===== src/rtl/gpfg_pkg.sv =====
/*
 * gpfg_pkg: constants for the two small general-purpose ports.
 * Assumes an 8-bit register port with 4-bit index addressing.
 */
package gpfg_pkg;
	// ---------------------------------------------------------------
	// register map (indices on the plain register port)
	// ---------------------------------------------------------------
	localparam logic [3:0] GPFG_ADR_F_DATA = 4'h0; // first port data latch
	localparam logic [3:0] GPFG_ADR_F_DIR  = 4'h1; // first port direction
	localparam logic [3:0] GPFG_ADR_G_DATA = 4'h2; // second port data latch
	localparam logic [3:0] GPFG_ADR_G_DIR  = 4'h3; // second port direction
	localparam logic [3:0] GPFG_ADR_G_PUL  = 4'h4; // second port pull-up control
	localparam logic [3:0] GPFG_ADR_CTRL   = 4'h5; // standby pin state / ext reset
	// ---------------------------------------------------------------
	// pin masks and fields
	// ---------------------------------------------------------------
	localparam logic [7:0] GPFG_F_MASK     = 8'h07; // bits 0..2 have pins
	localparam logic [7:0] GPFG_G_MASK     = 8'h06; // bits 1..2 have pins
	localparam logic [7:0] GPFG_CTRL_MASK  = 8'h03; // two control bits
	localparam int         GPFG_SPL_BIT    = 0;     // standby pin state bit
	localparam int         GPFG_EXTERNAL_RESET_ENABLE_BIT_BIT  = 1;     // external reset enable bit
	localparam int         GPFG_RST_PIN    = 2;     // first-port pin that is reset
	localparam logic [7:0] GPFG_RST_DIR    = 8'h00; // direction reset value
	localparam logic [7:0] GPFG_RST_LATCH  = 8'h00; // latch reset value (not given)
	localparam logic [7:0] GPFG_RST_CTRL   = 8'h00; // control reset value
	localparam logic [7:0] GPFG_ZERO       = 8'h00; // unmapped read value
	localparam logic [2:0] GPFG_F_OD       = 3'h0;  // open-drain select per F pin
	localparam logic [2:0] GPFG_G_OD       = 3'h0;  // open-drain select per G pin
endpackage


===== src/rtl/gpfg_ports.sv =====
/*
 * gpfg_ports: direction, latch, pull-up and standby logic for a three-pin
 * and a two-pin port. Assumes one-cycle strobes from the register master
 * and pins that are resolved from the out/oe signals by the surroundings.
 */
`timescale 1ns/1ps
// How it works
// - direction bit 1 output, 0 input
// - output pin drives its latch value
// - writes always update latch only
// - output pin read returns latch
// - input pin read returns pin level
// - read-modify-write read returns latch always
// - reset clears all direction bits
// - standby with bit set: hi-Z, input low
// - standby with bit clear: nothing changes
// - pull-up control bit connects pull-up
// - low output drops pull-up always
// - open-drain latch one gives hi-Z
// - reset enable steals first port pin 2
// - F uses bits 0-2, G bits 1-2
// - peripheral input pin still reads level
module gpfg_ports (
	input  wire logic                sys_clk,      // 125 MHz system clock
	input  wire logic                nrst,         // async reset, active low
	input  wire logic [3:0]          reg_addr,     // register index
	input  wire logic [7:0]          reg_wdata,    // write data
	input  wire logic                reg_wr,       // write strobe
	input  wire logic                reg_rd,       // read strobe
	input  wire logic                reg_rmw,      // read is read-modify-write
	output logic      [7:0]          reg_rdata,    // read data, cycle after strobe
	input  wire logic                standby_stop, // device in stop or watch mode
	input  wire logic [2:0]          pf_in,        // first port pin levels
	output logic      [2:0]          pf_out,       // first port drive value
	output logic      [2:0]          pf_oe,        // first port drive enable
	input  wire logic [2:1]          pg_in,        // second port pin levels
	output logic      [2:1]          pg_out,       // second port drive value
	output logic      [2:1]          pg_oe,        // second port drive enable
	output logic      [2:1]          pg_pullup,    // second port pull-up connect
	output logic                     ext_reset_sel // pin 2 of first port is reset
);
	import gpfg_pkg::*;

	// ---------------------------------------------------------------
	// register state
	// ---------------------------------------------------------------
	logic [7:0] f_lat_r, f_lat_nxt;   // first port latch
	logic [7:0] f_dir_r, f_dir_nxt;   // first port direction
	logic [7:0] g_lat_r, g_lat_nxt;   // second port latch
	logic [7:0] g_dir_r, g_dir_nxt;   // second port direction
	logic [7:0] g_pul_r, g_pul_nxt;   // second port pull-up control
	logic [7:0] ctrl_r, ctrl_nxt;     // standby pin state and reset enable
	logic [7:0] rdata_r, rdata_nxt;   // read data register
	// pin synchronisers: first stage feeds only the second
	logic [2:0] pf_s1_r, pf_s2_r;
	logic [2:1] pg_s1_r, pg_s2_r;
	logic [7:0] f_pin, g_pin;         // sampled levels after gating
	logic       park;                 // pins parked for standby

	// ---------------------------------------------------------------
	// pin input sampling
	// ---------------------------------------------------------------
	// two flops because pins are asynchronous to sys_clk
	// cost: a pin change reaches a read two cycles late, which software
	// never notices but a bench must allow for
	always_ff @(posedge sys_clk or negedge nrst) begin
		if (!nrst) begin
			pf_s1_r <= 3'h0;
			pf_s2_r <= 3'h0;
			pg_s1_r <= 2'h0;
			pg_s2_r <= 2'h0;
		end else begin
			pf_s1_r <= pf_in;
			pf_s2_r <= pf_s1_r;
			pg_s1_r <= pg_in;
			pg_s2_r <= pg_s1_r;
		end
	end

	// ---------------------------------------------------------------
	// pin drive and pull-up
	// ---------------------------------------------------------------
	// standby_stop comes from the same clock domain, so no sync here;
	// a pin-side mode signal would need the two-flop stage as well
	// park only when bit set and in standby
	assign park = ctrl_r[GPFG_SPL_BIT] & standby_stop;
	assign ext_reset_sel = ctrl_r[GPFG_EXTERNAL_RESET_ENABLE_BIT_BIT];

	// per-pin drive; holds levels when the bit is clear
	// open-drain selects are constants, so the float term folds away
	// on pins that are push-pull
	always_comb begin
		for (int i = 0; i < 3; i++) begin
			pf_out[i] = f_lat_r[i];
			pf_oe[i] = f_dir_r[i] & ~park & ~(GPFG_F_OD[i] & f_lat_r[i]);
		end
		// reset pin has no port drive
		if (ctrl_r[GPFG_EXTERNAL_RESET_ENABLE_BIT_BIT]) begin
			pf_oe[GPFG_RST_PIN] = 1'b0;
		end
		for (int i = 1; i < 3; i++) begin
			pg_out[i] = g_lat_r[i];
			pg_oe[i] = g_dir_r[i] & ~park & ~(GPFG_G_OD[i - 1] & g_lat_r[i]);
			pg_pullup[i] = g_pul_r[i] & ~(pg_oe[i] & ~g_lat_r[i]) & ~park;
		end
	end

	// sampled levels; forces blocked inputs low
	// forcing low rather than holding keeps a floating parked pin
	// from feeding a stale level into a later read
	always_comb begin
		f_pin = GPFG_ZERO;
		g_pin = GPFG_ZERO;
		if (!park) begin
			f_pin[2:0] = pf_s2_r;
			g_pin[2:1] = pg_s2_r;
		end
		if (ctrl_r[GPFG_EXTERNAL_RESET_ENABLE_BIT_BIT]) begin
			f_pin[GPFG_RST_PIN] = 1'b0;
		end
	end

	// ---------------------------------------------------------------
	// register writes and reads
	// ---------------------------------------------------------------
	// next-state for all software registers and the read data
	// a write and a read never share a cycle, so the two case
	// statements below never fight over one register
	always_comb begin
		f_lat_nxt = f_lat_r;
		f_dir_nxt = f_dir_r;
		g_lat_nxt = g_lat_r;
		g_dir_nxt = g_dir_r;
		g_pul_nxt = g_pul_r;
		ctrl_nxt  = ctrl_r;
		rdata_nxt = rdata_r;
		if (reg_wr) begin
			unique case (reg_addr)
				GPFG_ADR_F_DATA: f_lat_nxt = reg_wdata & GPFG_F_MASK;
				GPFG_ADR_F_DIR:  f_dir_nxt = reg_wdata & GPFG_F_MASK;
				GPFG_ADR_G_DATA: g_lat_nxt = reg_wdata & GPFG_G_MASK;
				GPFG_ADR_G_DIR:  g_dir_nxt = reg_wdata & GPFG_G_MASK;
				GPFG_ADR_G_PUL:  g_pul_nxt = reg_wdata & GPFG_G_MASK;
				GPFG_ADR_CTRL:   ctrl_nxt  = reg_wdata & GPFG_CTRL_MASK;
				default: ;       // unmapped write ignored
			endcase
		end
		if (reg_rd) begin
			unique case (reg_addr)
				GPFG_ADR_F_DATA: rdata_nxt = reg_rmw ? f_lat_r :
					((f_dir_r & f_lat_r) | (~f_dir_r & f_pin)) & GPFG_F_MASK;
				GPFG_ADR_F_DIR:  rdata_nxt = f_dir_r;
				GPFG_ADR_G_DATA: rdata_nxt = reg_rmw ? g_lat_r :
					((g_dir_r & g_lat_r) | (~g_dir_r & g_pin)) & GPFG_G_MASK;
				GPFG_ADR_G_DIR:  rdata_nxt = g_dir_r;
				GPFG_ADR_G_PUL:  rdata_nxt = g_pul_r;
				GPFG_ADR_CTRL:   rdata_nxt = ctrl_r;
				default:         rdata_nxt = GPFG_ZERO; // unmapped reads zero
			endcase
		end
	end

	// register the software state
	// reset values are constants only, so reset never depends on logic
	always_ff @(posedge sys_clk or negedge nrst) begin
		if (!nrst) begin
			f_lat_r <= GPFG_RST_LATCH;
			f_dir_r <= GPFG_RST_DIR;
			g_lat_r <= GPFG_RST_LATCH;
			g_dir_r <= GPFG_RST_DIR;
			g_pul_r <= GPFG_RST_LATCH;
			ctrl_r  <= GPFG_RST_CTRL;
			rdata_r <= GPFG_ZERO;
		end else begin
			f_lat_r <= f_lat_nxt;
			f_dir_r <= f_dir_nxt;
			g_lat_r <= g_lat_nxt;
			g_dir_r <= g_dir_nxt;
			g_pul_r <= g_pul_nxt;
			ctrl_r  <= ctrl_nxt;
			rdata_r <= rdata_nxt;
		end
	end

	// read data straight from a flop: it holds until the next read,
	// so a slow master may still look one cycle late
	assign reg_rdata = rdata_r;
endmodule


===== config.mk =====
export PLATFORM = sky130hd
export DESIGN_NAME = gpfg_ports
export DESIGN_NICKNAME = d
export VERILOG_FILES = /design/src/rtl/gpfg_pkg.sv /design/src/rtl/gpfg_ports.sv
export SDC_FILE = /design/constraint.sdc
export NUM_CORES = 1
export LEC_CHECK = 0
export BUFFER_PORTS_ARGS = -buffer_cell sky130_fd_sc_hd__buf_4
export CORE_MARGIN = 2
export CORE_UTILIZATION = 51
export CTS_BUF_LIST = sky130_fd_sc_hd__clkbuf_4
export DETAILED_ROUTE_END_ITERATION = 8
export MAX_ROUTING_LAYER = met4
export PLACE_DENSITY = 0.84
export SKIP_CTS_REPAIR_TIMING = 1
export SLEW_MARGIN = 5
export SYNTH_ARGS = -nofsm -noshare
export SYNTH_HDL_FRONTEND = slang
export SYNTH_SLANG_ARGS = --single-unit

===== constraint.sdc =====
create_clock -name sys_clk -period 1.5 [get_ports sys_clk]
set_input_delay 0.3 -clock sys_clk [delete_from_list [all_inputs] [get_ports sys_clk]]
set_output_delay 0.3 -clock sys_clk [all_outputs]
set_load 0.02 [all_outputs]

==> Implementation_results.wiki <==
{| class="wikitable"
! Metric !! Value
|-
| Worst vdd rail ir drop || between 800 and 900 uV
|-
| TritonCTS clock tree || yes
|-
| Share of total power in sequential cells || 0.480
|-
| Vias per Instance || between 5 and 6
|-
| Share of synthesized area occupied by flip-flops and latches || 0.530
|-
| Post-synth top area share || 0.530
|-
| Total length of routed wires || 2870 um
|-
| Global-route total usage across every layer || 0.204
|-
| Placer's final routability congestion estimate || 0.921
|-
| Area of the core || approximately 2400 sq um
|-
| Largest net degree at the start of global routing || 28
|-
| Maximum buffer depth of the clock tree || 2
|-
| Clk root buf || clkbuf_4
|-
| Most frequent standard cell in the layout excluding fill and tap cells || buf_4
|-
| Layout cell share with drive strength beyond 1 || 0.447
|-
| Arrival time at the worst endpoint || approximately 1200 ps
|-
| Residual DRC count || 0
|-
| #FFs+latches synth || 27
|-
| Number of DRC markers in iteration 0 || 6
|-
| Post-synthesis area per instance || 11.8 sq um
|-
| Number of violations of the max-capacitance limit || 0
|-
| Cells on Worst Hold Path || 1
|-
| Leakage power of the design || roughly 0.8 nW
|-
| Power density relative to cell area || between 1000 and 1500 nW/um^2
|-
| Switching part of the total || 0.329
|-
| Beginning of the worst register-to-register path || ctrl_r[0]$_DFFE_PN0P_
|-
| Run status || finished with violations
|-
| P_sw || roughly 0.64 mW
|-
| Ranking of synthesized cells by area || dfrtp_1 (53%), mux2_2 (13%), buf_4 (2.9%), nand4b_1 (2.1%), a31oi_1 (2.0%)
|-
| Hold wc startpoint || pf_in[1]
|-
| Relative contribution of the clock network to total power || 0.166
|-
| Hold violation count in the final report || 0
|-
| Number of levels in the clock H-tree || 1
|-
| DRT antenna net count || 0
|-
| Critical-path cell with the highest stage delay || dfrtp_1
|-
| Failing checks || negative setup slack
|-
| Die H || 54 um
|-
| Worst Hold End || pf_s1_r[1]$_DFF_PN0_
|-
| Total internal power || approximately 1.3 mW
|-
| Clock transition at the register clock pins on the worst setup and hold paths after CTS || approximately 160 ps
|-
| Final setup slack of the worst path || -19.3 ps
|-
| CP Class || register to primary output
|-
| Capture instance of the worst register-to-register path || reg_rdata[1]$_DFFE_PN0P_
|-
| Syn Inst Count || ~110
|-
| Delay contributed by the slowest stage of the critical path || between 400 and 500 ps
|-
| Area growth from synthesis to layout || 29.7%
|-
| Hold Slack || around 54 ps
|-
| Final period util || 1.01
|-
| Number of iterations in the first detailed-routing pass || 4
|-
| Endpoint kind of the worst setup timing path || primary output
|-
| Hold crit path type || primary input to register
|-
| Critical Path Fanout Max || 6
|-
| Final min period || 1520 ps
|-
| Number of antenna violations at the first check in global routing || 0
|-
| Gate power share || 0.355
|-
| Yosys Warn Count || 0
|-
| Wire length of the first global-routing pass || slightly above 4000 um
|-
| Required arrival time at the worst endpoint || about 1200 ps
|-
| Cell taking the most area after synthesis || dfrtp_1
|-
| Post-Syn Area || 1270 sq um
|-
| Max-slew violation count || 0
|-
| Die outline area || between 2000 and 3000 sq um
|-
| Number of I/O port buffers || 33
|-
| Peak clock frequency supported by timing || around 660 MHz
|-
| Cts bufs inserted || 3
|-
| Worst clock skew || between 15 and 20 ps
|-
| Antenna diodes || 0
|-
| Initial standard-cell utilization of the core || 0.524
|-
| Vias after detailed routing || approximately 1000
|-
| Clock net sink count || 27
|-
| Placed cell areas || approximately 1500 sq um
|-
| Flop2flop setup slack || -10 ps
|-
| Worst slack after detailed placement || roughly 110 ps
|-
| Final sum of negative setup slack || -65.0 ps
|-
| Number of cell instances on the worst register-to-register path || 6
|-
| Final Util || 0.680
|-
| Unrepaired setup endpoints after global routing || true
|-
| Count of distinct cell types in the synthesized netlist || 35
|-
| Die Span X || between 50 and 60 um
|-
| Critical path, cell by cell || nand2_4, and2_1, buf_4
|-
| Final global-route overflow total || 0
|-
| Dpl hpwl || 1970 um
|-
| Routed len/inst || ~16 um
|-
| Clock latency on the worst-skew pair || 330 ps
|-
| Startpoint kind of the worst setup timing path || register
|-
| Final layout net count || 176
|-
| Most frequent cells in the layout || buf_4 (42), dfrtp_1 (27), mux2_2 (15)
|-
| Via count of the first global-routing pass || around 930
|-
| Num rows || 18
|-
| Final setup fails || 6
|-
| I/O pin count || 44
|-
| Cell area after layout || roughly 1700 sq um
|}
stage by stage:
step	total power [mW]	instances
3_5_place_dp	1.54	166
4_1_cts	1.86	170
5_1_grt	2.06	182
2_1_floorplan	1.29	112
3_3_place_gp	1.52	166
6_report	1.95	182
state kept, by name, indices dropped and copies added, names as in the netlist:
| name | count |
|---|---|
| f_dir_r | 3 |
| f_lat_r | 3 |
| pf_s1_r | 3 |
| pf_s2_r | 3 |
| reg_rdata | 3 |
| ctrl_r | 2 |
| g_dir_r | 2 |
| g_lat_r | 2 |
| g_pul_r | 2 |
| pg_s1_r | 2 |
| pg_s2_r | 2 |
final cells by class:
type / instances / area [sq um]
repair buffers: 45 / 348
well taps: 30 / 37.5
flip-flops and latches: 27 / 676
clock buffers: 3 / 22.5
multi-input cells: 75 / 559
inverters: 1 / 3.75
fillers: 177 / 778
clock inverters: 1 / 7.51
synthesized netlist by cell type:
cell       instances
nor4bb_1           1
clkbuf_1           1
nand2b_1           2
nand4b_1           3
and3b_1            1
dfrtp_1           27
and2b_1            1
and4_1             1
conb_1             1
and3_1             2
and2_1             4
buf_4              5
and4b_1            1
buf_6              1
nand3_1            5
o2bb2ai_1          1
o31a_1             1
or4b_1             1
mux2_2            15
o21ai_0            4
a211oi_1           1
a31oi_1            4
nor2b_1            1
buf_2              3
a21oi_1            1
a221o_2            1
nor2_2             1
o22ai_1            1
nand2_1            4
inv_1              1
mux2i_1            2
nor2_1             5
a32oi_1            1
o21a_1             3
a211o_1            1
power groups by stage:
stage	Sequential [mW]	Clock, mW	Combinational, mW
after floorplan	0.976	0	0.316
after global placement	0.938	0	0.582
after detailed placement	0.947	0	0.592
after CTS	0.932	0.333	0.595
after global routing	0.953	0.363	0.745
final	0.937	0.324	0.693
logic make-up after synthesis:
kind of cell	synth area share
DFF	0.530
muxes	0.148
buffers and inverters	0.0559
AOI/OAI and AO/OA	0.104
and+or+nand+nor	0.159
other	0.00294
worst max path at each step:
stage / endpoint / slack (ps) / from
finish: pg_oe[1] / -20 / ctrl_r[0]$_DFFE_PN0P_
floorplan: g_dir_r[1]$_DFFE_PN0P_ / 170 / reg_addr[2]
CTS: pf_oe[2] / -240 / ctrl_r[0]$_DFFE_PN0P_
global placement: reg_rdata[1]$_DFFE_PN0P_ / 110 / standby_stop
detailed placement: ctrl_r[0]$_DFFE_PN0P_ / 110 / reg_addr[0]
global route: pf_oe[2] / -80 / ctrl_r[0]$_DFFE_PN0P_
routing by layer:
layer / wire [um] / vias to the layer above / share of wire / track usage
li1: - / 474 / - / -
met1: 1200 / 480 / 0.42 / 0.256
met2: 1440 / 51 / 0.50 / 0.331
met3: 187 / 5 / 0.065 / 0.0333
met4: 36 / 0 / 0.013 / 0.0792
met5: 0 / - / 0 / -
worst max-delay path: cells and delay by family, from the launching register on:
| kind | cells | cell delay, ps |
|---|---|---|
| buffers and inverters | 1 | 150 |
| DFF | 1 | 460 |
| and+or+nand+nor | 2 | 280 |
Note: power is estimated with default switching activity, not from simulation.
